### config.mk
export PLATFORM = sky130hd
export DESIGN_NAME = pushbutton_wiper_stepper
export DESIGN_NICKNAME = d
export VERILOG_FILES = /design/src/logic/pbw_pkg.sv /design/src/logic/pushbutton_wiper_stepper.sv
export VERILOG_INCLUDE_DIRS = /design/src /design/src/logic
export SDC_FILE = /design/constraint.sdc
export NUM_CORES = 1
export LEC_CHECK = 0
export BUFFER_PORTS_ARGS = -buffer_cell sky130_fd_sc_hd__buf_2
export CORE_MARGIN = 2
export CORE_UTILIZATION = 60
export CTS_CLUSTER_DIAMETER = 150
export DETAILED_ROUTE_END_ITERATION = 6
export PLACE_DENSITY = 0.77
export SLEW_MARGIN = 25
export SYNTH_ARGS = -nofsm -noshare
export SYNTH_HDL_FRONTEND = slang
export SYNTH_SLANG_ARGS = --single-unit
### constraint.sdc
create_clock -name mclk -period 12.85 [get_ports mclk]
set_input_delay 0.6425 -clock mclk [delete_from_list [all_inputs] [get_ports mclk]]
set_output_delay 0.6425 -clock mclk [all_outputs]
set_load 0.05 [all_outputs]
### src/logic/pbw_consts.svh
`ifndef PBW_CONSTS_SVH
`define PBW_CONSTS_SVH

// clock rate and derived cycle counts
`define PBW_CLK_HZ          50000000
`define PBW_MIN_PULSE_US    1000
`define PBW_HOLD_MS         1000
`define PBW_REPEAT_MS       100
`define PBW_IDLE_REV_MS     1000
`define PBW_STORE_MS        2000
`define PBW_DSTEP_MIN_US    1
`define PBW_MIN_PULSE_CYC   ((`PBW_CLK_HZ / 1000000) * `PBW_MIN_PULSE_US)
`define PBW_HOLD_CYC        ((`PBW_CLK_HZ / 1000) * `PBW_HOLD_MS)
`define PBW_REPEAT_CYC      ((`PBW_CLK_HZ / 1000) * `PBW_REPEAT_MS)
`define PBW_IDLE_REV_CYC    ((`PBW_CLK_HZ / 1000) * `PBW_IDLE_REV_MS)
`define PBW_STORE_CYC       ((`PBW_CLK_HZ / 1000) * `PBW_STORE_MS)
`define PBW_DSTEP_MIN_CYC   ((`PBW_CLK_HZ / 1000000) * `PBW_DSTEP_MIN_US)

// wiper range and store policy
`define PBW_POS_MAX         6'h3f
`define PBW_POS_RESET       6'h00
`define PBW_STORE_BIT       3
`define PBW_CNT_W           28

`endif

### src/logic/pbw_pkg.sv
package pbw_pkg;

    typedef enum logic [1:0]
    {
        PBW_IDLE  = 2'b00,
        PBW_LOW   = 2'b01,
        PBW_HOLD  = 2'b10,
        PBW_GAP   = 2'b11
    } pbw_chan_st_t;

    // per-input pulse interpreter state
    typedef struct packed
    {
        pbw_chan_st_t st;
        logic [27:0]  cnt;
        logic         prev;
    } pbw_chan_t;

    // nonvolatile store request and data
    typedef struct packed
    {
        logic       req;
        logic [5:0] data;
    } pbw_nv_t;

    typedef struct packed
    {
        logic        loaded;
        logic        single;
        logic        dirUp;
        logic [5:0]  pos;
        logic [27:0] idleCnt;
        logic        firstDone;
        logic [5:0]  stored;
        logic        pending;
        logic [27:0] storeCnt;
        pbw_nv_t     nv;
    } pbw_core_t;

endpackage

### src/logic/pushbutton_wiper_stepper.sv
// Functional notes
// RULE1 - wiper is a 6-bit, 64-position value
// RULE2 - all step inputs active low
// RULE3 - falling edge starts a pulse
// RULE4 - each recognised pulse moves one position; pulses on two inputs in the same cycle move it only once
// RULE5 - driver holds single pulse 1 ms to 1 s
// RULE6 - high gaps under 1 ms merge pulses
// RULE7 - held past 1 s steps every 100 ms
// RULE8 - down input high at power-up: single-button
// RULE9 - single-button: up input moves both ways
// RULE10 - first move opposes previous direction
// RULE11 - reverse after 1 s idle or at ends
// RULE12 - digital input always active, single-button style
// RULE13 - down input floating at power-up: two-button
// RULE14 - driver uses open drain during power-up
// RULE15 - two-button: up raises, down lowers
// RULE16 - two-button: stays at end, no reversal
// RULE17 - contact inputs debounced internally
// RULE18 - power-up loads stored position
// RULE19 - store after 2 s, first change always
// RULE20 - later stores only on bit 3 change
// RULE21 - party keeps power 2 s after change
// RULE22 - worn storage still steps normally
// RULE23 - digital pulses may be 1 us short
// RULE24 - position clamps at 0 and 63
// RULE25 - all intervals counted in clock ticks
`include "pbw_consts.svh"
`timescale 1ns/1ps
`default_nettype none

module pushbutton_wiper_stepper
    import pbw_pkg::*;
#(
    parameter int HOLD_CYC    = `PBW_HOLD_CYC,
    parameter int REPEAT_CYC  = `PBW_REPEAT_CYC,
    parameter int IDLE_CYC    = `PBW_IDLE_REV_CYC,
    parameter int STORE_CYC   = `PBW_STORE_CYC,
    parameter int MIN_CYC     = `PBW_MIN_PULSE_CYC,
    parameter int DMIN_CYC    = `PBW_DSTEP_MIN_CYC
)
(
    input  wire logic       mclk,
    input  wire logic       reset,
    input  wire logic       upContactInput,
    input  wire logic       downContactInput,
    input  wire logic       digitalStepInput,
    input  wire logic [5:0] nvReadData,
    input  wire logic       nvWriteDone,
    output logic [5:0]      wiperPos,
    output logic            singleButtonMode,
    output logic            nvWriteReq,
    output logic [5:0]      nvWriteData
);

    // =====================================================================
    // pulse interpreter, one per input: 0 up, 1 down, 2 digital
    // =====================================================================
    pbw_chan_t chan [3];
    pbw_chan_t next_chan [3];
    logic [2:0] stepPulse;
    logic [2:0] rawIn;
    logic       idleAll;

    assign rawIn = {digitalStepInput, downContactInput, upContactInput};

    // the qualify time doubles as the debounce: bounce shorter than it is ignored
    function automatic logic [27:0] minLow(input int idx);
        minLow = (idx == 2) ? 28'(DMIN_CYC) : 28'(MIN_CYC);
    endfunction

    genvar gi;
    generate
        for (gi = 0; gi < 3; gi++)
        begin : gChan
            // low time measured; high gaps shorter than min merge the pulse
            always_comb
            begin
                next_chan[gi]      = chan[gi];
                next_chan[gi].prev = rawIn[gi];
                stepPulse[gi]      = 1'b0;
                case (chan[gi].st)
                    PBW_IDLE:
                    begin
                        if (chan[gi].prev && !rawIn[gi]) // RULE2 RULE3
                        begin
                            next_chan[gi].st  = PBW_LOW;
                            next_chan[gi].cnt = 28'h0000000;
                        end
                    end
                    PBW_LOW:
                    begin
                        if (!rawIn[gi])
                        begin
                            next_chan[gi].cnt = chan[gi].cnt + 28'h0000001;
                            if (chan[gi].cnt + 28'h0000001 >= 28'(HOLD_CYC))
                            begin
                                // first step after the initial hold
                                stepPulse[gi]     = 1'b1; // RULE7
                                next_chan[gi].st  = PBW_HOLD;
                                next_chan[gi].cnt = 28'h0000000;
                            end
                        end
                        else
                        begin
                            next_chan[gi].st  = PBW_GAP;
                            next_chan[gi].cnt = 28'h0000000;
                        end
                    end
                    PBW_HOLD:
                    begin
                        if (rawIn[gi])
                        begin
                            // release must stay high for the qualify time too,
                            // or a bouncing release would start a fresh pulse
                            if (!chan[gi].prev)
                                next_chan[gi].cnt = 28'h0000001;
                            else if (chan[gi].cnt + 28'h0000001 >= minLow(gi))
                                next_chan[gi].st = PBW_IDLE; // RULE17
                            else
                                next_chan[gi].cnt = chan[gi].cnt + 28'h0000001;
                        end
                        else if (chan[gi].prev)
                        begin
                            // contact fell back during release: bounce, restart the repeat interval
                            next_chan[gi].cnt = 28'h0000000; // RULE17
                        end
                        else if (chan[gi].cnt + 28'h0000001 >= 28'(REPEAT_CYC))
                        begin
                            stepPulse[gi]     = 1'b1; // RULE7
                            next_chan[gi].cnt = 28'h0000000;
                        end
                        else
                            next_chan[gi].cnt = chan[gi].cnt + 28'h0000001;
                    end
                    PBW_GAP:
                    begin
                        if (!rawIn[gi])
                        begin
                            // short high time: same pulse continues
                            next_chan[gi].st = PBW_LOW; // RULE6 RULE17
                        end
                        else if (chan[gi].cnt + 28'h0000001 >= minLow(gi))
                        begin
                            // pulse over once the line stays high for the minimum: it counts whatever its low time was
                            next_chan[gi].st = PBW_IDLE;
                            if (chan[gi].prev)
                                stepPulse[gi] = 1'b1; // RULE4
                        end
                        else
                            next_chan[gi].cnt = chan[gi].cnt + 28'h0000001;
                    end
                    default:
                        next_chan[gi] = '0;
                endcase
            end

            always_ff @(posedge mclk or posedge reset)
            begin
                if (reset)
                begin
                    chan[gi].st   <= PBW_IDLE;
                    chan[gi].cnt  <= 28'h0000000;
                    // a line low at release is the mode strap, not a closure
                    chan[gi].prev <= 1'b0; // RULE3
                end
                else
                    chan[gi] <= next_chan[gi];
            end
        end
    endgenerate

    // the down channel never feeds the idle timer: only up and digital steps alternate
    assign idleAll = (chan[0].st == PBW_IDLE) && (chan[2].st == PBW_IDLE);

    // =====================================================================
    // wiper core and store policy
    // =====================================================================
    // clamped single moves; asking for a step past an end leaves the wiper there
    function automatic logic [5:0] posUp(input logic [5:0] p);
        posUp = (p == `PBW_POS_MAX) ? p : p + 6'h01; // RULE24
    endfunction

    function automatic logic [5:0] posDown(input logic [5:0] p);
        posDown = (p == 6'h00) ? p : p - 6'h01; // RULE24
    endfunction

    // true when the move about to be made reaches an end
    function automatic logic nearEnd(input logic [5:0] p, input logic up);
        nearEnd = up ? (p >= `PBW_POS_MAX - 6'h01) : (p <= 6'h01);
    endfunction

    // first change always written, later ones only when the eighth-range bit flips;
    // this keeps cell wear to one write per coarse move
    function automatic logic storeWanted(input pbw_core_t c);
        storeWanted = !c.firstDone ||
                      (c.pos[`PBW_STORE_BIT] != c.stored[`PBW_STORE_BIT]); // RULE20
    endfunction

    // loads position and mode one cycle after release, then steps
    pbw_core_t core;
    pbw_core_t next_core;
    logic      alternate;
    logic      atEnd;

    always_comb
    begin
        next_core        = core;
        next_core.nv.req = 1'b0;
        alternate        = 1'b0;
        atEnd            = 1'b0;
        if (!core.loaded)
        begin
            // strap caught one cycle after reset release
            next_core.loaded = 1'b1;
            next_core.single = downContactInput; // RULE8 RULE13
            next_core.pos    = nvReadData; // RULE18
            next_core.stored = nvReadData;
        end
        else
        begin
            // alternating-direction step from up (single mode) or digital input
            alternate = stepPulse[2] || (core.single && stepPulse[0]); // RULE9 RULE12
            if (alternate)
            begin
                next_core.idleCnt = 28'h0000000;
                // the end test looks one move ahead so the turn follows the step that hits the end
                next_core.pos = core.dirUp ? posUp(core.pos) : posDown(core.pos); // RULE24
                atEnd         = nearEnd(core.pos, core.dirUp);
                if (atEnd)
                    next_core.dirUp = !core.dirUp; // RULE11
            end
            // two buttons: an end simply clamps, direction never turns
            else if (!core.single && stepPulse[0])
                next_core.pos = posUp(core.pos); // RULE15 RULE16
            else if (!core.single && stepPulse[1])
                next_core.pos = posDown(core.pos); // RULE15 RULE16
            // idle timer: after a long quiet spell next move reverses
            if (!alternate && idleAll)
            begin
                if (core.idleCnt + 28'h0000001 == 28'(IDLE_CYC))
                    next_core.dirUp = !core.dirUp; // RULE10 RULE11
                if (core.idleCnt != 28'(IDLE_CYC))
                    next_core.idleCnt = core.idleCnt + 28'h0000001; // RULE25
            end
            else if (!idleAll)
                next_core.idleCnt = 28'h0000000;
            // any change restarts the 2 s settle delay
            if (next_core.pos != core.pos)
            begin
                next_core.pending  = 1'b1;
                next_core.storeCnt = 28'h0000000;
            end
            else if (core.pending)
            begin
                if (core.storeCnt + 28'h0000001 >= 28'(STORE_CYC))
                begin
                    next_core.pending = 1'b0;
                    if (storeWanted(core)) // RULE19 RULE20
                    begin
                        next_core.nv.req    = 1'b1;
                        next_core.nv.data   = core.pos;
                        next_core.firstDone = 1'b1;
                        next_core.stored    = core.pos;
                    end
                end
                else
                    next_core.storeCnt = core.storeCnt + 28'h0000001;
            end
        end
    end

    // a worn cell simply never takes the write; stepping is unaffected
    always_ff @(posedge mclk or posedge reset)
    begin
        if (reset)
        begin
            // empty store history; wiper parked at zero until the load
            core.loaded    <= 1'b0;
            core.single    <= 1'b0;
            core.dirUp     <= 1'b0; // direction starts downward
            core.pos       <= `PBW_POS_RESET; // RULE22
            core.idleCnt   <= 28'h0000000;
            core.firstDone <= 1'b0;
            core.stored    <= `PBW_POS_RESET;
            core.pending   <= 1'b0;
            core.storeCnt  <= 28'h0000000;
            core.nv        <= '0;
        end
        else
            core <= next_core;
    end

    // =====================================================================
    // outputs
    // =====================================================================
    // straight from the state register, no logic after the flops
    assign wiperPos         = core.pos; // RULE1
    assign singleButtonMode = core.single;
    assign nvWriteReq       = core.nv.req;
    assign nvWriteData      = core.nv.data;

endmodule

`default_nettype wire

==> impl_metrics.env <==
export IMPL_antenna_cells=0
export IMPL_clkPwrFrac_pct=33.4
export IMPL_io_buffers=24
export IMPL_dp_cells=1931
export IMPL_grt_util_met1_pct=40.9
export IMPL_postCtsSetupBuffers=0
export IMPL_powerDensity_mw_per_mm2=108
export IMPL_drv_cap=0
export IMPL_grt_pass1_wl_um=60200
export IMPL_sw_frac_of_total_pct=36.7
export IMPL_mostFrequentLayoutCells="203 x nand2_1, 170 x o21ai_0, 167 x dfrtp_1, 143 x nor2_1, 95 x nand3_1"
export IMPL_antenna_found_initial=0
export IMPL_io_pins=26
export IMPL_hpwlAfterDp_um=23500
export IMPL_setup_violations=0
export IMPL_drtIter0Drc=1192
export IMPL_htree_levels=4
export IMPL_cts_root_buf="clkbuf_16"
export IMPL_grt_use_met2_pct=50.4
export IMPL_end_kind="flop"
export IMPL_layout_commonest_cell="nand2_1"
export IMPL_drc=0
export IMPL_worstPathRequired_ns=13.22
export IMPL_cp_start_kind="flop"
export IMPL_die_height_um=154
export IMPL_ys_seq_area_share_pct=31.2
export IMPL_internal_power_mw=0.948
export IMPL_hold_viol_final=0
export IMPL_p_comb_share_pct=24.5
export IMPL_clk_pin_slew_ns=0.07
export IMPL_p_seq_share_pct=42.1
export IMPL_synth_ff_type="dfrtp_1"
export IMPL_synthToLayoutAreaGrowth_pct=3.27
export IMPL_gr_usage_all_layers_pct=29.9
export IMPL_synthArstFlopShare_pct=100
export IMPL_grt_pass1_vias=12500
export IMPL_coreArea_mm2=0.0220
export IMPL_top_usage_layer="met2"
export IMPL_grt_ovfl_total=0
export IMPL_synth_seq_cells=168
export IMPL_via_per_inst=6.84
export IMPL_clock_fmax_mhz=171
export IMPL_tns_ns=0
export IMPL_power_mw=1.50
export IMPL_vdd_drop_max_mv=0.0681
export IMPL_path_class="reg -> reg"
export IMPL_worst_slew_pin_transition_ns=0.975
export IMPL_fin_skew_ns=0.0133
export IMPL_detail_route_antenna_nets=0
export IMPL_slew_headroom_pct=35.0
export IMPL_status="completed"
export IMPL_rsz0062_at_grt="no"
export IMPL_synth_fp_nets=1801
export IMPL_netlist_cell_type_count=91
export IMPL_grt_max_degree=105
export IMPL_postCtsHoldBufs=0
export IMPL_first_pass_iters=5
export IMPL_period_share_pct=45.5
export IMPL_arrival_ns=6.22
export IMPL_totalWireLength_um=35300
export IMPL_clk_latency_ns=0.44
export IMPL_p_leak_nw=5.17
export IMPL_final_cells=1962
export IMPL_place_congestion=0.958
export IMPL_slew_violations=0
export IMPL_power_switching_mw=0.551
export IMPL_die_area_mm2=0.0237
export IMPL_syn_inst=1774
export IMPL_ff2ff_setup_slack_ns=7.00
export IMPL_clk_path_buf_depth=2
export IMPL_cp_max_fo=30
export IMPL_wl_per_cell_um=18.0
export IMPL_global_route_usage_met3_pct=4.17
export IMPL_dieWidth_um=154
export IMPL_nets=1697
export IMPL_post_route_min_period_ns=5.85
export IMPL_syn_area_mm2=0.0135
export IMPL_ys_warn_count=0
export IMPL_numCtsBuffers=17
export IMPL_clock_sinks=168
export IMPL_fp_row_count=54
export IMPL_num_vias=13400
export IMPL_avgSynthCellArea_um2=7.59
export IMPL_initial_core_util_pct=61.4
export IMPL_cts_resized=0
export IMPL_synth_edf_count=0
export IMPL_hp_class="in -> async"
export IMPL_cts_tree="built"
export IMPL_final_layout_size_suffix_gt1_share_pct=6.72
final cells by class:
type                       count  area, um2
inverter                      47        184
clock buffer                  20        447
clock inverter                11        100
tap                          280        350
multi-input combinational   1405       8450
fill                        1959       8050
timing repair buffer          31        173
sequential                   168       4210
synth_stat cells (all sizes together), types with 14 or more instances:
master	number	area (um2)
inv	46	173
o31ai	32	254
ha	15	188
buf	44	246
xnor2	42	368
nand4	51	347
a22o	31	272
o311ai	14	123
a21oi	86	434
nand2	203	762
nand3	95	475
and4	14	123
and2	23	144
dfrtp	168	4200
nor3	80	400
nor4	45	300
o211ai	21	158
and3	28	175
a21o	19	143
o21ai	174	871
nor2	144	543
clkbuf	110	417
or3	28	175
a31oi	20	125
final timing paths:
kind / startpoint / cells after the start / to
worst max-delay path: chan[63] / 13 / core[9]
worst min-delay path: reset / 2 / chan[51]
worst max register to register: chan[63] / 13 / core[9]
worst min register to register: core[70] / 1 / core[70]
max in group asynchronous: reset / 3 / core[19]
min in group mclk: nvReadData[2] / 2 / wiperPos[2]
power groups by stage:
| stage | clock network [mW] | logic [mW] | registers (mW) |
|---|---|---|---|
| after floorplan | 0 | 0.319 | 0.593 |
| after global placement | 0 | 0.352 | 0.636 |
| after detailed placement | 0 | 0.363 | 0.639 |
| after CTS | 0.506 | 0.364 | 0.629 |
| after global routing | 0.525 | 0.411 | 0.638 |
| final | 0.501 | 0.367 | 0.631 |
registers in the layout (all words and copies together), names as in the netlist:
signal            flops
core                 61
wiperPos              6
nvWriteReq            1
chan                 93
singleButtonMode      1
nvWriteData           6
stage by stage:
| stage | utilization (%) | worst slack, ns | area [um2] | hold WS [ns] |
|---|---|---|---|---|
| floorplan | - | 7.66 | 13500 | 0.443 |
| global placement | 60.8 | 7.30 | 13400 | 0.463 |
| detailed placement | 60.8 | 7.03 | 13400 | 0.471 |
| CTS | 63.3 | 7.03 | 13900 | 0.392 |
| global route | 63.4 | 6.61 | 13900 | 0.392 |
| finish | 63.4 | 7.00 | 13900 | 0.332 |
critical path, cell delays in order, from the launching register on:
cell and delay, ns:
dfrtp_1 0.68, ha_1 0.44, nand2_1 0.21, nor2_1 0.59, nand3_1 0.38, xor2_1 0.27
nand4bb_1 0.21, a21o_1 0.22, a2111oi_0 0.73, a211o_1 0.35, nor3_1 0.18, o32a_4 0.50
nor2_2 0.72, a22o_1 0.28
per-layer routing:
layer,share of wire [%],wire (um),up-vias
met5,0,0,-
met4,1.5,515,0
met3,5.7,2000,55
met2,48,17100,489
met1,44,15600,6478
li1,-,-,6397
logic make-up after synthesis:
logic type / after synthesis / synth area share [%]
adder cells (fa/ha/maj): 15 / 1.39
flip-flops: 168 / 31.2
XOR/XNOR: 53 / 3.45
AO/OA/AOI/OAI: 532 / 26.5
multiplexers: 21 / 1.66
AND/OR/NAND/NOR: 783 / 29.5
other: 1 / 0.0278
buffers and inverters: 201 / 6.23
Power figures use the tool's default switching activity.
